### config.mk
export PLATFORM = sky130hd
export DESIGN_NAME = lcrm_mapper
export DESIGN_NICKNAME = d
export VERILOG_FILES = /design/src/rtl/lcrm_pkg.sv /design/src/rtl/lcrm_mapper.sv
export SDC_FILE = /design/constraint.sdc
export NUM_CORES = 1
export LEC_CHECK = 0
export ABC_AREA = 1
export BUFFER_PORTS_ARGS = -buffer_cell sky130_fd_sc_hd__buf_2
export CORE_ASPECT_RATIO = 1.75
export CORE_UTILIZATION = 55
export DETAILED_ROUTE_END_ITERATION = 10
export HOLD_SLACK_MARGIN = 0.08
export PLACE_DENSITY = 0.76
export SLEW_MARGIN = 20
export SYNTH_ARGS = -nofsm -noshare
export SYNTH_HDL_FRONTEND = slang
export SYNTH_SLANG_ARGS = --single-unit
### constraint.sdc
create_clock -name i_clk -period 2.96 [get_ports i_clk]
set_input_delay 0.444 -clock i_clk [delete_from_list [all_inputs] [get_ports i_clk]]
set_output_delay 0.444 -clock i_clk [all_outputs]
set_load 0.01 [all_outputs]
### src/rtl/lcrm_pkg.sv
// Shared constants and carriers for the legacy compatible register mapper
package lcrm_pkg;

    // Register port widths
    localparam int ADDR_W = 7;
    localparam int DATA_W = 9;

    // Legacy register offsets
    localparam logic [6:0] ADDR_POWER  = 7'h06;  // power_enables
    localparam logic [6:0] ADDR_FORMAT = 7'h07;  // serial_format_ctrl
    localparam logic [6:0] ADDR_RATE   = 7'h08;  // sample_rate_ctrl
    localparam logic [6:0] ADDR_BIAS   = 7'h09;  // bias_current_ctrl
    localparam logic [6:0] ADDR_REFIMP = 7'h0A;  // ref_impedance_ctrl
    localparam logic [6:0] ADDR_GATE   = 7'h0B;  // noise_gate_ctrl
    localparam logic [6:0] ADDR_LEVEL  = 7'h0C;  // level_ctrl_gain_ctrl
    localparam int         LEGACY_N    = 7;      // Legacy registers in the bank

    // Native register offsets touched by the mapping
    localparam logic [6:0] ADDR_NAT_PWR  = 7'h21;  // Write-only extra power enables
    localparam logic [6:0] ADDR_NAT_REF  = 7'h22;  // Negative input to reference
    localparam logic [6:0] ADDR_NAT_CLK  = 7'h26;  // Clock dividers
    localparam logic [6:0] ADDR_NAT_SRT  = 7'h27;  // Native rate field
    localparam logic [6:0] ADDR_PATH_L   = 7'h4B;  // Left channel path
    localparam logic [6:0] ADDR_PATH_R   = 7'h4C;  // Right channel path

    // power_enables fields
    localparam int PWR_MID_REF = 8;
    localparam int PWR_BUF_OFF = 7;
    localparam int PWR_PORT    = 6;
    localparam int PWR_PGA2_L  = 5;
    localparam int PWR_PGA2_R  = 4;
    localparam int PWR_CONV_L  = 3;
    localparam int PWR_CONV_R  = 2;

    // serial_format_ctrl fields
    localparam int FMT_OUT_DIS = 7;
    localparam int FMT_ROLE    = 6;
    localparam int FMT_FS_INV  = 4;
    localparam int FMT_WORD_LENGTH    = 2;
    localparam int FMT_FRAME   = 0;

    // sample_rate_ctrl, noise_gate_ctrl and level_ctrl_gain_ctrl fields
    localparam int RATE_HALVE  = 6;
    localparam int RATE_CODE   = 1;
    localparam int GATE_EN     = 0;
    localparam int GATE_TH     = 2;
    localparam int FLOOR_GAIN  = 5;
    localparam int LVL_CH_EN   = 7;
    localparam int CEIL_GAIN   = 4;
    localparam int LVL_TARGET  = 0;

    // Native fields
    localparam int NAT_BIAS     = 3;
    localparam int NAT_TIEOFF   = 2;
    localparam int PATH_POS     = 0;
    localparam int PATH_NEG1    = 1;
    localparam int PATH_SEC1    = 2;
    localparam int PATH_NEG2    = 5;
    localparam int PATH_SEC2    = 6;
    localparam int NAT_MAIN_DIV = 5;
    localparam int NAT_BIT_DIV  = 2;
    localparam int NAT_RATE     = 1;

    // Reset values
    localparam logic [8:0] LEGACY_RST = 9'h000;
    localparam logic [6:0] PATH_RST   = 7'h00;
    localparam logic [1:0] NATPWR_RST = 2'h0;

    // Frame formats
    localparam logic [1:0] FRAME_RJ  = 2'h0;
    localparam logic [1:0] FRAME_DSP = 2'h3;

    // Rate codes with a native mapping
    localparam logic [4:0] RATE_8K  = 5'h04;
    localparam logic [4:0] RATE_12K = 5'h08;
    localparam logic [4:0] RATE_16K = 5'h0A;
    localparam logic [4:0] RATE_24K = 5'h1C;
    localparam logic [4:0] RATE_32K = 5'h0C;
    localparam logic [4:0] RATE_48K = 5'h00;

    // Decoded legacy power controls
    typedef struct packed {
        logic mid_ref_enable;
        logic ref_buffer_on;
        logic serial_port_power;
        logic left_pga2_power;
        logic right_pga2_power;
        logic left_conv_enable;
        logic right_conv_enable;
    } lcrm_power_t;

    // Decoded serial port format
    typedef struct packed {
        logic       sample_out_enable;
        logic       port_role_select;
        logic       frame_sync_invert;
        logic       dsp_variant_b;
        logic [1:0] frame_format;
        logic [5:0] word_bits;
        logic       main_clock_halve;
    } lcrm_format_t;

    // Live native mapped state
    typedef struct packed {
        logic            bias_block_enable;
        logic            tieoff_buffer_enable;
        logic [1:0]      neg_input_to_ref;
        logic [1:0][6:0] path;
        logic [2:0]      main_clock_divider;
        logic [4:0]      main_div_x2;
        logic [2:0]      bit_clock_divider;
        logic [2:0]      native_rate_field;
    } lcrm_native_t;

    // Decoded gate and level control settings
    typedef struct packed {
        logic              gate_enable;
        logic signed [7:0] gate_threshold_db;
        logic signed [7:0] floor_gain_db;
        logic signed [8:0] ceiling_gain_qdb;
        logic [1:0]        level_ctrl_channel_enable;
        logic signed [6:0] target_hdb;
    } lcrm_level_t;

    // Result of a rate code lookup
    typedef struct packed {
        logic       hit;
        logic [2:0] main_div;
        logic [2:0] bit_div;
        logic [2:0] rate;
    } lcrm_rate_map_t;

endpackage

### src/rtl/lcrm_mapper.sv
`timescale 1ns/100ps

module lcrm_mapper #(
    parameter int ADDR_W = lcrm_pkg::ADDR_W,  // Register address width
    parameter int DATA_W = lcrm_pkg::DATA_W   // Register data width
) (
    // Clock and reset
    input  wire logic                   i_clk,
    input  wire logic                   i_srst,
    // Register access port
    input  wire logic                   i_wr_en,
    input  wire logic                   i_rd_en,
    input  wire logic [ADDR_W-1:0]      i_addr,
    input  wire logic [DATA_W-1:0]      i_wdata,
    output logic      [DATA_W-1:0]      o_rdata,
    output logic                        o_rd_valid,
    // Device status inputs
    input  wire logic                   i_mclk_present,
    input  wire logic                   i_out_enable_source_sel,
    input  wire logic                   i_target_table_select,
    // Decoded controls
    output lcrm_pkg::lcrm_power_t       o_power,
    output lcrm_pkg::lcrm_format_t      o_format,
    output lcrm_pkg::lcrm_native_t      o_native,
    output lcrm_pkg::lcrm_level_t       o_level
);

    // Rate code lookup into divider and native rate values
    function automatic lcrm_pkg::lcrm_rate_map_t rate_lookup(input logic [4:0] code);
        lcrm_pkg::lcrm_rate_map_t m;
        m = '{hit: 1'b1, main_div: 3'h0, bit_div: 3'h2, rate: 3'h0};
        case (code)
            lcrm_pkg::RATE_8K: begin
                m.main_div = 3'h5;
                m.rate     = 3'h5;
            end
            lcrm_pkg::RATE_12K: begin
                m.main_div = 3'h4;
                m.rate     = 3'h4;
            end
            lcrm_pkg::RATE_16K: begin
                m.main_div = 3'h3;
                m.bit_div  = 3'h6;
                m.rate     = 3'h3;
            end
            lcrm_pkg::RATE_24K: begin
                m.main_div = 3'h2;
                m.rate     = 3'h2;
            end
            lcrm_pkg::RATE_32K: begin
                m.main_div = 3'h1;
                m.rate     = 3'h1;
            end
            lcrm_pkg::RATE_48K: begin
                m.main_div = 3'h0;
                m.rate     = 3'h0;
            end
            // Codes with no native mapping leave the dividers alone
            default: begin
                m.hit = 1'b0;
            end
        endcase
        return m;
    endfunction

    // Main divider code to twice the division ratio
    function automatic logic [4:0] main_div_x2(input logic [2:0] code);
        logic [4:0] r;
        r = 5'h02;
        case (code)
            3'h0: r = 5'h02;
            3'h1: r = 5'h03;
            3'h2: r = 5'h04;
            3'h3: r = 5'h06;
            3'h4: r = 5'h08;
            3'h5: r = 5'h0C;
            3'h6: r = 5'h10;
            default: r = 5'h18;
        endcase
        return r;
    endfunction

    // Channel path value after a converter enable rises or falls
    function automatic logic [6:0] path_map(input logic [6:0] cur, input logic rise);
        logic [6:0] set_m;
        logic [6:0] clr_m;
        set_m = 7'h00;
        clr_m = 7'h00;
        set_m[lcrm_pkg::PATH_POS]  = 1'b1;
        set_m[lcrm_pkg::PATH_SEC2] = 1'b1;
        clr_m[lcrm_pkg::PATH_NEG1] = 1'b1;
        clr_m[lcrm_pkg::PATH_SEC1] = 1'b1;
        clr_m[lcrm_pkg::PATH_NEG2] = 1'b1;
        return rise ? ((cur | set_m) & ~clr_m) : (cur & ~(set_m | clr_m));
    endfunction

    // Legacy register bank, indexed from the power register
    logic [DATA_W-1:0]  legacy_q [lcrm_pkg::LEGACY_N];
    // Native mapped state
    logic [1:0]         natpwr_q;     // Stored write-only native power bits
    logic [1:0]         bias_eff_q;   // Live bias and tie-off enables
    logic [1:0]         ref_q;        // Negative input to reference, [1] left
    logic [1:0][6:0]    path_q;       // Channel path registers, [1] left
    logic [1:0][6:0]    path_d;
    logic [5:0]         clk_q;        // Main and bit clock dividers
    logic [2:0]         srt_q;        // Native rate field
    // Read return
    logic [DATA_W-1:0]  rdata_q;
    logic               rd_valid_q;

    // Address decode
    wire logic [2:0] legacy_idx = 3'(i_addr - lcrm_pkg::ADDR_POWER);
    wire logic in_legacy  = (i_addr >= lcrm_pkg::ADDR_POWER) && (i_addr <= lcrm_pkg::ADDR_LEVEL);
    wire logic wr_legacy  = i_wr_en && in_legacy;
    wire logic wr_power   = i_wr_en && (i_addr == lcrm_pkg::ADDR_POWER);
    wire logic wr_rate    = i_wr_en && (i_addr == lcrm_pkg::ADDR_RATE);
    wire logic wr_natpwr  = i_wr_en && (i_addr == lcrm_pkg::ADDR_NAT_PWR);
    wire logic wr_natref  = i_wr_en && (i_addr == lcrm_pkg::ADDR_NAT_REF);
    wire logic wr_natclk  = i_wr_en && (i_addr == lcrm_pkg::ADDR_NAT_CLK);
    wire logic wr_natsrt  = i_wr_en && (i_addr == lcrm_pkg::ADDR_NAT_SRT);

    // Handy views of the stored legacy registers
    wire logic [8:0] pwr_reg   = legacy_q[0];
    wire logic [8:0] fmt_reg   = legacy_q[1];
    wire logic [8:0] rate_reg  = legacy_q[2];
    wire logic [8:0] gate_reg  = legacy_q[5];
    wire logic [8:0] level_reg = legacy_q[6];

    // Without the master clock the converter enables keep their old value
    wire logic [1:0] conv_old = pwr_reg[lcrm_pkg::PWR_CONV_L:lcrm_pkg::PWR_CONV_R];
    wire logic [1:0] conv_wr  = i_mclk_present ? i_wdata[lcrm_pkg::PWR_CONV_L:lcrm_pkg::PWR_CONV_R]
                                               : conv_old;
    wire logic [8:0] pwr_wval = {i_wdata[8:4], conv_wr, i_wdata[1:0]};
    wire logic [8:0] legacy_wval = (legacy_idx == 3'h0) ? pwr_wval : i_wdata;

    // Converter enable edges caused by this write, [1] left
    wire logic [1:0] conv_new  = wr_power ? conv_wr : conv_old;
    wire logic [1:0] conv_rise = conv_new & ~conv_old;
    wire logic [1:0] conv_fall = conv_old & ~conv_new;
    wire logic       all_off   = (|conv_old) && !(|conv_new);

    // Rate code mapping for a write to the rate register
    wire lcrm_pkg::lcrm_rate_map_t rmap = rate_lookup(i_wdata[5:1]);
    wire logic rate_hit = wr_rate && rmap.hit;

    // Next value of the live bias and tie-off enables
    wire logic [1:0] bias_eff_d = wr_natpwr  ? i_wdata[lcrm_pkg::NAT_BIAS:lcrm_pkg::NAT_TIEOFF]
                                : (|conv_rise) ? 2'h3
                                : all_off    ? natpwr_q
                                : bias_eff_q;

    // Per channel path bits, channel 1 is left
    for (genvar ch = 0; ch < 2; ch++) begin : g_chan
        wire logic [6:0] path_addr = (ch == 1) ? lcrm_pkg::ADDR_PATH_L : lcrm_pkg::ADDR_PATH_R;
        wire logic       wr_path   = i_wr_en && (i_addr == path_addr);
        // Direct write, then mapping on enable, then mapping on disable
        assign path_d[ch] = wr_path       ? i_wdata[6:0]
                          : conv_rise[ch] ? path_map(path_q[ch], 1'b1)
                          : conv_fall[ch] ? path_map(path_q[ch], 1'b0)
                          : path_q[ch];
    end

    // Next value of the reference connection bits
    wire logic [1:0] ref_d = wr_natref ? i_wdata[1:0]
                           : ((ref_q | conv_rise) & ~conv_fall);

    // Next value of the clock dividers and native rate
    wire logic [5:0] clk_d = wr_natclk ? i_wdata[7:2]
                           : rate_hit  ? {rmap.main_div, rmap.bit_div}
                           : clk_q;
    wire logic [2:0] srt_d = wr_natsrt ? i_wdata[3:1]
                           : rate_hit  ? rmap.rate
                           : srt_q;

    // Read mux; the native power register reads zero, legacy is never refreshed from native
    wire logic [8:0] rdata_d = in_legacy ? legacy_q[legacy_idx]
        : (i_addr == lcrm_pkg::ADDR_NAT_PWR) ? 9'h000
        : (i_addr == lcrm_pkg::ADDR_NAT_REF) ? {7'h00, ref_q}
        : (i_addr == lcrm_pkg::ADDR_NAT_CLK) ? {1'b0, clk_q, 2'h0}
        : (i_addr == lcrm_pkg::ADDR_NAT_SRT) ? {5'h00, srt_q, 1'b0}
        : (i_addr == lcrm_pkg::ADDR_PATH_L)  ? {2'h0, path_q[1]}
        : (i_addr == lcrm_pkg::ADDR_PATH_R)  ? {2'h0, path_q[0]}
        : 9'h000;

    // Legacy register storage
    always_ff @(posedge i_clk) begin
        if (i_srst) begin
            for (int i = 0; i < lcrm_pkg::LEGACY_N; i++) begin
                legacy_q[i] <= lcrm_pkg::LEGACY_RST;
            end
        end else if (wr_legacy) begin
            legacy_q[legacy_idx] <= legacy_wval;
        end
    end

    // Native state, all mapping lands on the same edge as the write
    always_ff @(posedge i_clk) begin
        if (i_srst) begin
            natpwr_q   <= lcrm_pkg::NATPWR_RST;
            bias_eff_q <= lcrm_pkg::NATPWR_RST;
            ref_q      <= 2'h0;
            path_q     <= {lcrm_pkg::PATH_RST, lcrm_pkg::PATH_RST};
            clk_q      <= 6'h00;
            srt_q      <= 3'h0;
        end else begin
            // Stored copy used only for restoration
            if (wr_natpwr) begin
                natpwr_q <= i_wdata[lcrm_pkg::NAT_BIAS:lcrm_pkg::NAT_TIEOFF];
            end
            bias_eff_q <= bias_eff_d;
            ref_q      <= ref_d;
            path_q     <= path_d;
            clk_q      <= clk_d;
            srt_q      <= srt_d;
        end
    end

    // Read answer one cycle after the strobe
    always_ff @(posedge i_clk) begin
        if (i_srst) begin
            rdata_q    <= 9'h000;
            rd_valid_q <= 1'b0;
        end else begin
            rd_valid_q <= i_rd_en;
            if (i_rd_en) begin
                rdata_q <= rdata_d;
            end
        end
    end

    assign o_rdata    = rdata_q;
    assign o_rd_valid = rd_valid_q;

    // Power decode
    lcrm_pkg::lcrm_power_t power_d;
    assign power_d.mid_ref_enable    = pwr_reg[lcrm_pkg::PWR_MID_REF];
    assign power_d.ref_buffer_on     = ~pwr_reg[lcrm_pkg::PWR_BUF_OFF];
    assign power_d.serial_port_power = pwr_reg[lcrm_pkg::PWR_PORT];
    assign power_d.left_pga2_power   = pwr_reg[lcrm_pkg::PWR_PGA2_L];
    assign power_d.right_pga2_power  = pwr_reg[lcrm_pkg::PWR_PGA2_R];
    assign power_d.left_conv_enable  = pwr_reg[lcrm_pkg::PWR_CONV_L];
    assign power_d.right_conv_enable = pwr_reg[lcrm_pkg::PWR_CONV_R];

    // Format decode
    wire logic [1:0] frame  = fmt_reg[lcrm_pkg::FMT_FRAME+1:lcrm_pkg::FMT_FRAME];
    wire logic [1:0] word_length   = fmt_reg[lcrm_pkg::FMT_WORD_LENGTH+1:lcrm_pkg::FMT_WORD_LENGTH];
    wire logic       fs_inv = fmt_reg[lcrm_pkg::FMT_FS_INV];
    wire logic       is_dsp = (frame == lcrm_pkg::FRAME_DSP);
    lcrm_pkg::lcrm_format_t format_d;
    // Disable bit only steers the output while the source select is clear
    assign format_d.sample_out_enable = i_out_enable_source_sel | ~fmt_reg[lcrm_pkg::FMT_OUT_DIS];
    assign format_d.port_role_select  = fmt_reg[lcrm_pkg::FMT_ROLE];
    assign format_d.frame_sync_invert = fs_inv & ~is_dsp;
    assign format_d.dsp_variant_b     = fs_inv & is_dsp;
    assign format_d.frame_format      = frame;
    assign format_d.word_bits = (frame == lcrm_pkg::FRAME_RJ) ? 6'h18
                              : (word_length == 2'h0) ? 6'h10
                              : (word_length == 2'h1) ? 6'h14
                              : (word_length == 2'h2) ? 6'h18 : 6'h20;
    assign format_d.main_clock_halve  = rate_reg[lcrm_pkg::RATE_HALVE];

    // Native view
    lcrm_pkg::lcrm_native_t native_d;
    assign native_d.bias_block_enable    = bias_eff_q[1];
    assign native_d.tieoff_buffer_enable = bias_eff_q[0];
    assign native_d.neg_input_to_ref     = ref_q;
    assign native_d.path                 = path_q;
    assign native_d.main_clock_divider   = clk_q[5:3];
    assign native_d.main_div_x2          = main_div_x2(clk_q[5:3]);
    assign native_d.bit_clock_divider    = clk_q[2:0];
    assign native_d.native_rate_field    = srt_q;

    // Gate and level decode in dB, quarter dB and half dB units
    wire logic [2:0] th_code   = gate_reg[lcrm_pkg::GATE_TH+2:lcrm_pkg::GATE_TH];
    wire logic [2:0] floor_c   = gate_reg[lcrm_pkg::FLOOR_GAIN+2:lcrm_pkg::FLOOR_GAIN];
    wire logic [2:0] ceil_c    = level_reg[lcrm_pkg::CEIL_GAIN+2:lcrm_pkg::CEIL_GAIN];
    wire logic [3:0] target_c  = level_reg[lcrm_pkg::LVL_TARGET+3:lcrm_pkg::LVL_TARGET];
    lcrm_pkg::lcrm_level_t level_d;
    assign level_d.gate_enable       = gate_reg[lcrm_pkg::GATE_EN];
    assign level_d.gate_threshold_db = (th_code == 3'h7) ? 8'shE2
                                     : 8'(-78 + 6 * int'(th_code));
    assign level_d.floor_gain_db     = 8'(-12 + 6 * int'(floor_c));
    assign level_d.level_ctrl_channel_enable = level_reg[lcrm_pkg::LVL_CH_EN+1:lcrm_pkg::LVL_CH_EN];
    assign level_d.ceiling_gain_qdb  = 9'(-27 + 24 * int'(ceil_c));
    // Second table saturates at its top two codes
    assign level_d.target_hdb = !i_target_table_select ? 7'(-57 + 3 * int'(target_c))
                              : (target_c >= 4'hE)     ? 7'sh7D
                              : 7'(-45 + 3 * int'(target_c));

    // Decoded outputs come from flip-flops
    always_ff @(posedge i_clk) begin
        if (i_srst) begin
            o_power  <= '0;
            o_format <= '0;
            o_native <= '0;
            o_level  <= '0;
        end else begin
            o_power  <= power_d;
            o_format <= format_d;
            o_native <= native_d;
            o_level  <= level_d;
        end
    end

endmodule

Word-level counts from Yosys, hierarchy flattened
Memories as Yosys holds them, arrays and structs flattened. A register that Yosys moved wholly into a read port is not among the register bits.
Index checks and enable logic that the tools add are counted.
Widths: inputs -> output; s select.

storage, ports and cells
  register bits = 125
  RAM bits = 63
  input port bits = 23
  output and inout bits = 97
  word-level logic and storage cells = 166
  memories = 1

operators by class
  add/subtract/negate cells = 6
  multipliers = 4
  magnitude comparators = 3
  eq/ne operators = 23
  muxes and demuxes = 43
  bitwise gates (word level) = 13
  reductions and logical operators = 31

memories
  name      depth  bits a word  read ports  clocked after memory_dff  wr ports  line               text
  legacy_q  7      9            6           1                         7         lcrm_mapper.sv:98  logic [DATA_W-1:0] legacy_q [lcrm_pkg::LEGACY_N];

operator list
  cell                 count
  $mux 7               11
  $pmux 5 s7           1
  $mux 8               4
  $eq 7x6->1 const B   4
  $mux 6               3
  $mux 9               2
  $eq 5x4->1 const B   3
  $mul 2x3->5 const A  3
  $mux 5               3
  $pmux 3 s5           1
  $add 7x7->7 const A  2
  $eq 7x7->1 const B   2
  $eq 3x3->1 const B   4
  $logic_and 1x1->1    12
  $mux 2               6
  $mux 3               4
  $add 6x9->9 const A  1
  $reduce_bool 3->1    3
  $reduce_or 9->1      1
  $add 5x7->8 const A  1
  $add 8x7->8 const A  1
  $reduce_or 2->1      4
  $eq 7x3->1 const B   1
  $eq 7x4->1 const B   1
  27 further kinds     45

Longest topological paths before layout
Gate-level depths: netlist of run 1.

  word-level depth = 9
  depth in mapped cells = 14

Least setup slack after synthesis of run 1
Ideal clock, no wire load.

  path kind = input to register
  from = input port i_addr[1]
  to = memory legacy_q[5][0] (enable)
  library setup time = 0.387 ns
  arrival time = 1.957 ns
  slack = 0.616 ns
  stages on the path = 8
  path buffers = 0
  cell sequence = inv_2 -> ha_1 -> a21oi_1 -> nor2_1 -> nand2_1 -> o31ai_1 -> inv_1 -> nor3_1

RTL lines
  what         line               text
  from (decl)  lcrm_mapper.sv:13  input wire logic [ADDR_W-1:0] i_addr,
  to (decl)    lcrm_mapper.sv:98

Final worst setup path of run 1
  from = input port i_addr[2]
  to = register path_q (netlist bit native_d[20])

on the way
  longest elaborated chain between the ends = 6
  elaborated cells between the ends (all ways) = 11
  classes of those cells = eq/ne: 2; mux: 3; bitwise: 3; reduce/logical: 3

RTL lines
  what                                         line                                    text
  $eq 7x3->1                                   lcrm_mapper.sv:115                      wire logic wr_power = i_wr_en && (i_addr == lcrm_pkg::ADDR_POWER);
  $logic_and 1x1->1                            lcrm_mapper.sv:115
  $mux 2                                       lcrm_mapper.sv:137                      wire logic [1:0] conv_new = wr_power ? conv_wr : conv_old;
  $and 2x2->2 or $not 2->2 (tied branches)     lcrm_mapper.sv:138, lcrm_mapper.sv:139
  $mux 7 or $and 2x2->2 (tied branches)        lcrm_mapper.sv:158, lcrm_mapper.sv:139
  $mux 7 or $reduce_bool 3->1 (tied branches)  -
  to (signal assigned)                         lcrm_mapper.sv:202                      path_q <= {lcrm_pkg::PATH_RST, lcrm_pkg::PATH_RST};
  to (signal assigned)                         lcrm_mapper.sv:212                      path_q <= path_d;
  to (decl)                                    lcrm_mapper.sv:103                      logic [1:0][6:0] path_q;

Parallel ways exist; a longest one is shown, timed or not. The select of a mux whose other input is x is not followed.
A chain may end at the register's enable or synchronous reset.

==> results of run 1 <==
## worst max-delay path, delay by kind of cell
kind            cells  cell delay, ns
buf+inv             5            0.46
fa+ha+maj           1            0.28
compound gates      2            0.44
simple gates        5            0.87
## where the power goes
part           total (W)  switching [W]  internal (W)
registers        0.00280      0.0000370       0.00276
logic           0.000460       0.000320      0.000140
clock network    0.00221        0.00104       0.00116
total            0.00546        0.00140       0.00407
## registers in the layout, summed over array words and instances, names as in the netlist
register    cells
o_power         7
ref_q           2
native_d       14
o_rd_valid      1
clk_q           6
legacy_q       72
o_level        28
bias_eff_q      2
srt_q           3
natpwr_q        2
o_native       32
o_rdata         9
o_format       11
## cell usage after synthesis (6+ instances only)
cell / n
nand2_1: 198
inv_1: 123
nand3_1: 32
edfxtp_1: 63
o22ai_1: 7
nand4_1: 15
ha_1: 23
o211ai_1: 6
clkbuf_1: 19
a21oi_1: 32
nor2_1: 175
dfxtp_1: 126
buf_4: 9
a31oi_1: 6
nor3_1: 16
o21ai_0: 63
## path summary, 6_finish.rpt
path / startpoint / to / cells after the start
setup / recovery: i_addr[2] / native_d[20]$_SDFFE_PP0P_ / 13
hold / removal: i_out_enable_source_sel / o_format[12]$_SDFF_PP0_ / 3
setup reg to reg: legacy_q[6][0]$_SDFFE_PP0P_ / o_level[5]$_SDFF_PP0_ / 8
hold reg to reg: bias_eff_q[1]$_SDFFE_PP0P_ / o_native[31]$_SDFF_PP0_ / 2
## cells by family after synthesis
group,Yosys count,synth area share
flip-flops,189,0.539
AND/OR/NAND/NOR,461,0.237
XOR/XNOR,6,0.00641
other,1,0.000458
AO/OA/AOI/OAI,131,0.0889
adder cells (fa/ha/maj),28,0.0473
buffers and inverters,166,0.0815
## stage by stage
| stage | power [W] | std cells |
|---|---|---|
| 2_1_floorplan | 0.00313 | 986 |
| 3_3_place_gp | 0.00330 | 1263 |
| 3_5_place_dp | 0.00331 | 1263 |
| 4_1_cts | 0.00548 | 1295 |
| 5_1_grt | 0.00565 | 1295 |
| 6_report | 0.00546 | 1295 |
## layout by cell type, fill, tap and decap left out, types with 6 or more instances in the layout
master / count
a21oi_1: 32
buf_4: 18
nand3_1: 32
nand2_1: 198
a31oi_1: 6
nor2_1: 175
o21ai_0: 63
clkbuf_16: 18
o211ai_1: 6
o22ai_1: 7
inv_1: 123
edfxtp_1: 63
ha_1: 23
nor3_1: 16
dfxtp_1: 126
nand4_1: 15
buf_2: 114
## routing by layer
| layer | global-route usage | part of all wire |
|---|---|---|
| met5 | 0 | 0 |
| met4 | 0.133 | 0.038 |
| met3 | 0.0419 | 0.063 |
| met2 | 0.503 | 0.52 |
| met1 | 0.337 | 0.38 |
## area by class of cell
cell class                 count  area (sq um)  area share
clock inverter                13           119      0.0125
multi-input combinational    631          3130       0.328
tap                          180           225      0.0236
sequential                   189          4410       0.463
inverter                     131           492      0.0516
clock buffer                  19           454      0.0476
timing repair buffer         132           706      0.0740
==> metrics.md, run 1 <==
| Metric | Value |
|---|---|
| Worst EP arrival | 2.50 ns |
| Syn_area_per_cell | 8.34 sq um |
| Post-synthesis to final-layout area growth | 16.4% |
| Count of pins over their slew limit | 0 |
| Placement row count | 58 |
| Violation count after the first detailed-route iteration | 432 |
| Dominant cells by area after synthesis | dfxtp_1 (31%), edfxtp_1 (23%), nand2_1 (9.1%), nor2_1 (8.0%), inv_1 (5.6%) |
| Dominant synthesized flop cell | dfxtp_1 |
| Final number of setup-violating endpoints | 0 |
| Slowest cell delay on critical path | 0.28 ns |
| Initial Utilization | 0.567 |
| Setup crit start kind | input pin |
| Width of the die | 94.3 um |
| Critical path fanouts, max | 6 |
| Floorplan die area | 15,400 sq um |
| Total of flip-flops plus latches after synthesis | 189 |
| First-pass GRT wire length | 32,600 um |
| Mapped Area | 8190 sq um |
| Skew final | 0.00761 ns |
| Yosys warns | 0 |
| Nets | 1,153 |
| Share of the yosys chip area belonging to registers | 0.539 |
| Part of the cycle the worst path needs | 0.730 |
| Clock Root Buffer | clkbuf_16 |
| Maximum number of pins on one net before global-route repair | 84 |
| Unrepaired setup endpoints after global routing | false |
| Clk Latency, worst-skew pair | 0.42 ns |
| RD Place Congestion | 1.00 |
| Wirelength, routed | 21,300 um |
| Detailed-router iteration count before antenna repair | 5 |
| Largest area contributor in the synthesized netlist | dfxtp_1 |
| Top achievable clock speed | 0.463 GHz |
| Number of top-level design ports | 120 |
| Max-cap viol count | 0 |
| Slowest-stage cell, CP | ha_1 |
| Number of levels in the clock H-tree | 4 |
| Setup bufs post-CTS | 0 |
| Minimum clock period | 2.16 ns |
| Clk sinks | 189 |
| Total of cells resized after clock tree synthesis | 0 |
| Half-perimeter wire length after detailed placement | 15,900 um |
| Mapped Cells | 982 |
| Fraction of final layout cells sized beyond drive strength 1 | 0.165 |
| Diodes inserted | 0 |
| Placement-stage cell area | 8960 sq um |
| LEAKAGE | 4.45 nW |
| WHS | 0.253 ns |
| Yosys top cell area share | 0.308 |
| Design area | 9540 sq um |
| Hold Violations, Final | 0 |
| Crit path required time | 3.30 ns |
| Worst slack at placement | 0.398 ns |
| Number of hold buffers added after cts | 0 |
| Die boundary height | 163 um |
| EDFF count, synth | 63 |
| Via count | 6,906 |
| Final core utilization | 0.660 |
| Count of distinct cell types in the synthesized netlist | 41 |
| Setup slack after layout | 0.798 ns |
| Dominant cell type by count on the critical path | inv_1 |
| Tightest slew margin relative to the limit | 0.420 |
| Clk slew on worst S/H paths | 0.07 ns |
| Peak supply drop | 405 uV |
| Count of filler cells inserted in the layout | 1,267 |
| Post-DR wirelength/cell | 16.4 um |
| Power Dens Cells | 573 nW/um^2 |
| Final antenna-violating net count | 0 |
| Result of the run | finished clean |
| Critical-path cell list | buf_2, inv_1, nor2_1, nand2_2, nor3_1, inv_1, o21ai_0, inv_1, ha_1, inv_1, nor2_1, nand2_1, a31oi_1 |
| Vias in the first global route | 6,468 |
| Total core area | 14,400 sq um |
| Setup TNS | 0 ns |
| Hold crit path type | in -> reg |
| Async S/R FF share, synth | 0 |
| Number of vias per cell after detailed routing | 5.33 |
| Number of buffers created by CTS | 17 |
| Nature of the critical path endpoint | flip-flop |
| Buffers from clock root to sink, at most | 2 |
| Port bufs | 114 |
| Residual overflow from global routing | 0 |
| Type of the worst setup path | in -> reg |
| Antenna violations before repair | 0 |
| TritonCTS clock tree | yes |
| Total GRT Usage | 0.286 |
| R2r setup slk | 0.92 ns |
| DRC | 0 |
| Worst-margin pin slew | 0.870 ns |
(Power assumes the default switching activity.)
==> run 2, diff against run 1 <==
--- a/config.mk
+++ b/config.mk
@@ -5,7 +5,7 @@
 export SDC_FILE = /design/constraint.sdc
 export NUM_CORES = 1
 export LEC_CHECK = 0
-export ABC_AREA = 1
+export ABC_AREA = 0
 export BUFFER_PORTS_ARGS = -buffer_cell sky130_fd_sc_hd__buf_2
 export CORE_ASPECT_RATIO = 1.75
 export CORE_UTILIZATION = 55
==> constraint.sdc (replaced) <==
create_clock -name i_clk -period 2.2 [get_ports i_clk]
set_input_delay 0.33 -clock i_clk [delete_from_list [all_inputs] [get_ports i_clk]]
set_output_delay 0.33 -clock i_clk [all_outputs]
set_load 0.01 [all_outputs]
==> run 2 against run 1 <==
Net effect:
- synthesized area is 1.9% higher
- design area is 8.4% higher
- highest routed layer unchanged
- sequential cell count stayed put
- sequential power is 34% higher
==> metrics.md, run 2 <==
| Metric | Value |
|---|---|
| Post-synthesis to final-layout area growth | 23.8% |
| Final number of setup-violating endpoints | 0 (unchanged) |
| Buffers plus inverters on the worst setup path | 1 (-4) |
| Violation count after the first detailed-route iteration | 471 (+9.0%) |
| Skew final | 0.0118 ns (+0.00422 ns) |
| Tightest slew margin relative to the limit | 0.658 (+0.238) |
| Residual overflow from global routing | 0 (unchanged) |
| Internal portion of total power | 0.00602 W (+48%) |
| Placement-stage cell area | 9600 sq um (+7.1%) |
| Async S/R FF share, synth | 0 (unchanged) |
| Clk Latency, worst-skew pair | 0.43 ns (about the same) |
| Port bufs | 114 (unchanged) |
| Clk slew on worst S/H paths | 0.07 ns (about the same) |
| Most common cell after layout, fill and taps aside | dfxtp_1 |
| Yosys warns | 0 (unchanged) |
| Largest registers ranked by flip-flop count | legacy_q x72, o_native x32, o_level x28 |
| Worst EP arrival | 2.52 ns (+0.02 ns) |
| Peak supply drop | 555 uV (+37%) |
| Vias in the first global route | 6,433 (-0.54%) |
| Total core area | 14,800 sq um (+2.7%) |
| Via count | 6,501 (-5.9%) |
| Flip-flop count of the largest register, all copies and words added | 72 (unchanged) |
| Synth cell count leaders | dfxtp_1 (126), edfxtp_1 (63), nor2_1 (62) |
| Minimum clock period | 2.19 ns |
| Detailed-router iteration count before antenna repair | 5 (unchanged) |
| Mapped Area | 8350 sq um (+1.9%) |
| Fraction of final layout cells sized beyond drive strength 1 | 0.290 (+0.125) |
| Type of the worst setup path | reg -> reg |
| Power Dens Cells | 761 nW/um^2 (+33%) |
| Maximum number of pins on one net before global-route repair | 43 (-49%) |
| Number of top-level design ports | 120 (unchanged) |
| Dominant synthesized flop cell | dfxtp_1 |
| Share of total power in sequential cells | 0.477 (-0.035) |
| Wirelength, routed | 21,700 um (+2.1%) |
| Design area | 10,300 sq um (+8.4%) |
| Largest area contributor in the synthesized netlist | dfxtp_1 |
| Share of the yosys chip area belonging to registers | 0.529 (-0.0100) |
| Total GRT Usage | 0.293 (+0.00627) |
| Switching share of power | 0.234 (-0.0217) |
| Unrepaired setup endpoints after global routing | false |
| Critical-path cell list | ha_4, inv_4, fa_2, nand2b_4, nor2b_1, mux2i_1, o22ai_1, a221oi_1 |
| Part of the cycle the worst path needs | 0.997 |
| Nature of the critical path endpoint | flip-flop |
| Buffers from clock root to sink, at most | 2 (unchanged) |
| Most instantiated library cell after synthesis | dfxtp_1 |
| Top library cells by usage in the layout, fill and taps aside | dfxtp_1 (123), buf_2 (113), edfxtp_1 (63), nor2_1 (61), nor2b_1 (58) |
| Width of the die | 95.1 um (+0.92%) |
| Count of pins over their slew limit | 0 (unchanged) |
| Number of vias per cell after detailed routing | 5.85 (+9.7%) |
| Half-perimeter wire length after detailed placement | 15,300 um (-3.4%) |
| Number of levels in the clock H-tree | 4 (unchanged) |
| Count of filler cells inserted in the layout | 1,077 (-15%) |
| Max-cap viol count | 0 (unchanged) |
| Setup TNS | 0 ns (unchanged) |
| Syn_area_per_cell | 10.9 sq um (+30%) |
| Switching power | 0.00184 W (+32%) |
| Final antenna-violating net count | 0 (unchanged) |
| Crit path required time | 2.53 ns (-0.77 ns) |
| Nets | 965 (-16%) |
| DRC | 0 (unchanged) |
| RD Place Congestion | 0.945 (-5.9%) |
| Yosys top cell area share | 0.302 (-0.00572) |
| Count of distinct cell types in the synthesized netlist | 62 (+51%) |
| Hold crit path type | in -> reg |
| Clock Root Buffer | clkbuf_16 |
| Slowest cell delay on critical path | 0.46 ns (+0.18 ns) |
| Post-DR wirelength/cell | 19.6 um (+19%) |
| Antenna violations before repair | 1 (+1) |
| Placement row count | 59 (+1.7%) |
| Critical path fanouts, max | 4 (-2) |
| Floorplan die area | 15,700 sq um (+1.9%) |
| Initial Utilization | 0.563 (-0.00471) |
| Setup crit start kind | flip-flop |
| Number of buffers created by CTS | 17 (unchanged) |
| Combinational share of power | 0.086 (+0.002) |
| Slowest-stage cell, CP | fa_2 |
| Clk network pwr share | 0.436 (+0.032) |
| Total of flip-flops plus latches after synthesis | 189 (unchanged) |
| TritonCTS clock tree | yes |
| Delay-heaviest family, CP | adder cells |
| Die boundary height | 165 um (+0.93%) |
| Result of the run | finished clean |
| Mapped Cells | 767 (-22%) |
| First-pass GRT wire length | 33,900 um (+3.9%) |
| Clk sinks | 189 (unchanged) |
| Hold Violations, Final | 0 (unchanged) |
| LEAKAGE | 4.25 nW (-4.4%) |
| Dominant cells by area after synthesis | dfxtp_1 (30%), edfxtp_1 (23%), mux4_2 (4.9%), nor2b_1 (4.3%), ha_1 (3.4%) |
| Register with the most flip-flops | legacy_q |
| EDFF count, synth | 63 (unchanged) |
| Worst-margin pin slew | 0.510 ns (-0.360 ns) |
| Top achievable clock speed | 0.456 GHz |
## run 2: cell count changes after synthesis, moves of 12 or more
cell      change
o21ai_0      -44
and2_1       +44
mux2i_1      +23
nand4_1      -12
nor2_1      -113
inv_1       -100
nand2_1     -150
clkbuf_1     +14
mux4_2       +18
nor2b_1      +58
## run 2: cell type report
class                           instances  area [sq um]  area share
Sequential cell                       189          4420       0.428
Multi-Input combinational cell        509          3860       0.373
Timing Repair Buffer                  174          1070       0.104
Clock buffer                           17           425      0.0412
Clock inverter                         15           233      0.0225
Tap cell                              183           229      0.0221
Inverter                               23          93.8     0.00908
Antenna cell                            1          2.50    0.000242
## run 2: timing repair
| item | 4_1_cts | 5_1_grt |
|---|---|---|
| setup endpoints to repair | 4 | 5 |
| hold buffers | 0 | 0 |
| pin swaps | 2 | 7 |
| buffers inserted | 1 | 2 |
| gates resized for setup | 5 | 8 |
| cloned | 0 | 0 |
## run 2: worst register-to-register path, delay by kind of cell, from the launching register on
kind                       cells  cell delay (ns)
adders and majority gates      2             0.67
AOI/OAI and AO/OA              2             0.42
muxes                          1             0.20
DFF                            1             0.44
and+or+nand+nor                2             0.31
buffers and inverters          1             0.06
## run 2: metal layers
layer / global-route usage / up-vias / share of wire
li1: - / 3013 / -
met1: 0.323 / 3147 / 0.36
met2: 0.510 / 276 / 0.53
met3: 0.0488 / 65 / 0.051
met4: 0.185 / 0 / 0.055
met5: 0 / - / 0
## run 2: worst paths after layout
kind	slack, ns	from	cells after the start	end
setup / recovery	0.006	legacy_q[5][3]$_DFFE_PP_	8	o_level[31]$_SDFF_PP0_
hold / removal	0.15	i_out_enable_source_sel	3	o_format[12]$_SDFF_PP0_
hold reg to reg	0.44	legacy_q[0][7]$_SDFFCE_PN0P_	1	o_power[5]$_SDFF_PP0_
setup reg to reg	0.006	legacy_q[5][3]$_DFFE_PP_	8	o_level[31]$_SDFF_PP0_
## run 2: cell families (layout without fill, tap and decap cells)
family,count (synthesis),count (layout),synth area share
other,1,6,0.000449
multiplexers,46,46,0.0829
AO/OA/AOI/OAI,116,116,0.0964
AND/OR/NAND/NOR,299,299,0.192
XOR/XNOR,15,15,0.0157
flip-flops,189,189,0.529
adder cells (fa/ha/maj),28,28,0.0465
buffers and inverters,73,229,0.0373
## run 2: stage by stage
stage               setup WS, ns  hold slack [ns]  cells  utilization  power, W
detailed placement       -0.0758            0.425   1075        0.647   0.00449
floorplan                -0.0324            0.405    771            -   0.00423
CTS                      0.00589            0.149   1108        0.694   0.00787
finish                   0.00604            0.151   1111        0.697   0.00786
global route             0.00571            0.180   1111        0.697   0.00807
global placement          0.0558            0.434   1075        0.647   0.00447
## run 2: power by group through the flow
stage / Sequential [W] / Clock (W) / Combinational (W)
2_1_floorplan: 0.00385 / 0 / 0.000385
3_3_place_gp: 0.00383 / 0 / 0.000641
3_5_place_dp: 0.00383 / 0 / 0.000661
4_1_cts: 0.00375 / 0.00345 / 0.000668
5_1_grt: 0.00376 / 0.00358 / 0.000728
6_report: 0.00375 / 0.00343 / 0.000680
==> run 3, diff against run 2 <==
--- a/config.mk
+++ b/config.mk
@@ -9,6 +9,7 @@
 export BUFFER_PORTS_ARGS = -buffer_cell sky130_fd_sc_hd__buf_2
 export CORE_ASPECT_RATIO = 1.75
 export CORE_UTILIZATION = 55
+export CTS_BUF_LIST = sky130_fd_sc_hd__clkbuf_4 sky130_fd_sc_hd__clkbuf_8
 export DETAILED_ROUTE_END_ITERATION = 10
 export HOLD_SLACK_MARGIN = 0.08
 export PLACE_DENSITY = 0.76
@@ -16,3 +17,4 @@
 export SYNTH_ARGS = -nofsm -noshare
 export SYNTH_HDL_FRONTEND = slang
 export SYNTH_SLANG_ARGS = --single-unit
+export TNS_END_PERCENT = 20
==> run 3 against run 2 <==
Net effect:
- cell count is essentially flat
- die area is the same
- count of clock-buffer cells in the layout is the same
- register-to-register slack gained 0.03 ns
- non-clock buffer count is the same
- wire length shrank 2.0%
- critical path type unchanged
- clock power shrank 34%
- critical path depth is the same
- sequential cell count is the same
==> metrics.md, run 3 (same netlist as run 2, synthesis figures left out) <==
| Metric | Value |
|---|---|
| Half-perimeter wire length after detailed placement | 15,700 um (+2.5%) |
| Initial Utilization | 0.563 (unchanged) |
| Largest registers ranked by flip-flop count | legacy_q x72, o_native x32, o_level x28 |
| Number of levels in the clock H-tree | 4 (unchanged) |
| Number of top-level design ports | 120 (unchanged) |
| Port bufs | 114 (unchanged) |
| Residual overflow from global routing | 0 (unchanged) |
| Flip-flop count of the largest register, all copies and words added | 72 (unchanged) |
| Setup crit start kind | flip-flop |
| Total core area | 14,800 sq um (unchanged) |
| Type of the worst setup path | reg -> reg |
| Count of pins over their slew limit | 0 (unchanged) |
| Unrepaired setup endpoints after global routing | true |
| Result of the run | finished clean |
| Top library cells by usage in the layout, fill and taps aside | dfxtp_1 (124), buf_2 (113), edfxtp_1 (63), nor2_1 (61), nor2b_1 (58) |
| Detailed-router iteration count before antenna repair | 7 (+2) |
| Max-cap viol count | 0 (unchanged) |
| Clk sinks | 189 (unchanged) |
| Via count | 6,429 (-1.1%) |
| Nets | 965 (unchanged) |
| Violation count after the first detailed-route iteration | 440 (-6.6%) |
| Antenna violations before repair | 0 (-1) |
| Worst EP arrival | 2.53 ns (about the same) |
| Minimum clock period | 2.16 ns (-0.0325 ns) |
| Critical path fanouts, max | 4 (unchanged) |
| Clk slew on worst S/H paths | 0.10 ns (+0.03 ns) |
| Floorplan die area | 15,700 sq um (unchanged) |
| RD Place Congestion | 0.956 (+1.2%) |
| First-pass GRT wire length | 32,700 um (-3.3%) |
| Register with the most flip-flops | legacy_q |
| Post-DR wirelength/cell | 19.2 um (-2.0%) |
| DRC | 0 (unchanged) |
| Hold crit path type | in -> reg |
| Part of the cycle the worst path needs | 0.983 (-0.0148) |
| Skew final | 0.0138 ns (+0.00194 ns) |
| Wirelength, routed | 21,300 um (-2.0%) |
| Top achievable clock speed | 0.463 GHz (+1.5%) |
| Maximum number of pins on one net before global-route repair | 43 (unchanged) |
| Fraction of final layout cells sized beyond drive strength 1 | 0.287 (-0.00324) |
| Number of vias per cell after detailed routing | 5.79 (-1.0%) |
| Final antenna-violating net count | 0 (unchanged) |
| WHS | 0.175 ns (+0.0247 ns) |
| Hold Violations, Final | 0 (unchanged) |
| Power Dens Cells | 665 nW/um^2 (-13%) |
| Crit path required time | 2.56 ns (+0.03 ns) |
| Setup slack after layout | 0.0385 ns (+0.0325 ns) |
| Vias in the first global route | 6,185 (-3.9%) |
| Most common cell after layout, fill and taps aside | dfxtp_1 |
| Clock Root Buffer | clkbuf_8 |
| Placement row count | 59 (unchanged) |
| Post-synthesis to final-layout area growth | 20.6% |
| Total GRT Usage | 0.285 (-0.00791) |
| Worst slack at placement | -0.104 ns (-0.0280 ns) |
| Clk Latency, worst-skew pair | 0.46 ns (+0.03 ns) |
| Diodes inserted | 0 (-1) |
| Die boundary height | 165 um (unchanged) |
| Final number of setup-violating endpoints | 0 (unchanged) |
| Buffers from clock root to sink, at most | 2 (unchanged) |
| Number of buffers created by CTS | 17 (unchanged) |
| TritonCTS clock tree | yes |
| Peak supply drop | 517 uV (-6.8%) |
| Nature of the critical path endpoint | flip-flop |
| Width of the die | 95.1 um (unchanged) |
| LEAKAGE | 4.14 nW (-2.7%) |
## run 3: cell count changes in the layout (fill, tap and decap cells not counted), sizes merged
cell / before / now
bufinv: 5 / 1
inv: 29 / 32
buf: 174 / 173
clkinv: 3 / 4
diode: 1 / 0
dlygate4sd3: 0 / 1
## run 3: worst paths after layout
kind	depth (start not counted)	endpoint	slack, ns	startpoint
setup / recovery	8	o_level[31]$_SDFF_PP0_	0.04	legacy_q[5][2]$_DFFE_PP_
hold / removal	2	legacy_q[6][8]$_SDFFE_PP0P_	0.18	i_wdata[8]
setup reg to reg	8	o_level[31]$_SDFF_PP0_	0.04	legacy_q[5][2]$_DFFE_PP_
hold reg to reg	1	o_power[5]$_SDFF_PP0_	0.45	legacy_q[0][7]$_SDFFCE_PN0P_
## run 3: repair_timing
item,in CTS,in global routing
pin swaps,0,3
endpoints found under the hold margin,1,0
resized for setup,4,6
setup endpoints to repair,2,5
hold buffers,1,0
buffers inserted,0,0
## run 3: through the flow
stage,power [W],TNS [ns],utilization,cells,cell area (sq um)
floorplan,0.00423,-0.313,-,771,8580
global placement,0.00448,0,0.649,1077,9630
detailed placement,0.00450,-0.298,0.649,1077,9630
CTS,0.00672,-0.00354,0.676,1110,10000
global route,0.00694,-0.193,0.679,1110,10100
finish,0.00670,0,0.679,1110,10100
## run 3: metal layers
layer | global-route usage | vias up | wire length [um]
li1 | - | 3005 | -
met1 | 0.327 | 3091 | 7590
met2 | 0.491 | 265 | 11500
met3 | 0.0451 | 68 | 1100
met4 | 0.165 | 0 | 1090
met5 | 0 | - | 0
## run 3: area by class of cell
class / count / area (sq um)
clock inverters: 15 / 151
clock buffers: 17 / 234
well taps: 183 / 229
multi-input cells: 509 / 3850
inverters: 23 / 91.3
flip-flops and latches: 189 / 4420
repair buffers: 174 / 1100
fillers: 1108 / 4770
## run 3: critical path: stages, from the launching register on
cell	delay, ns
edfxtp_1	0.38
ha_2	0.23
inv_2	0.07
fa_1	0.54
nand2b_4	0.18
nor2b_1	0.14
mux2i_1	0.15
o22ai_1	0.10
a221oi_2	0.28
## run 3: report_power, final
part           internal, W  switching [W]  leakage [nW]  total, W
Sequential         0.00370      0.0000473          1.63   0.00375
Combinational     0.000278       0.000403          2.31  0.000681
Clock             0.000941        0.00132         0.199   0.00226
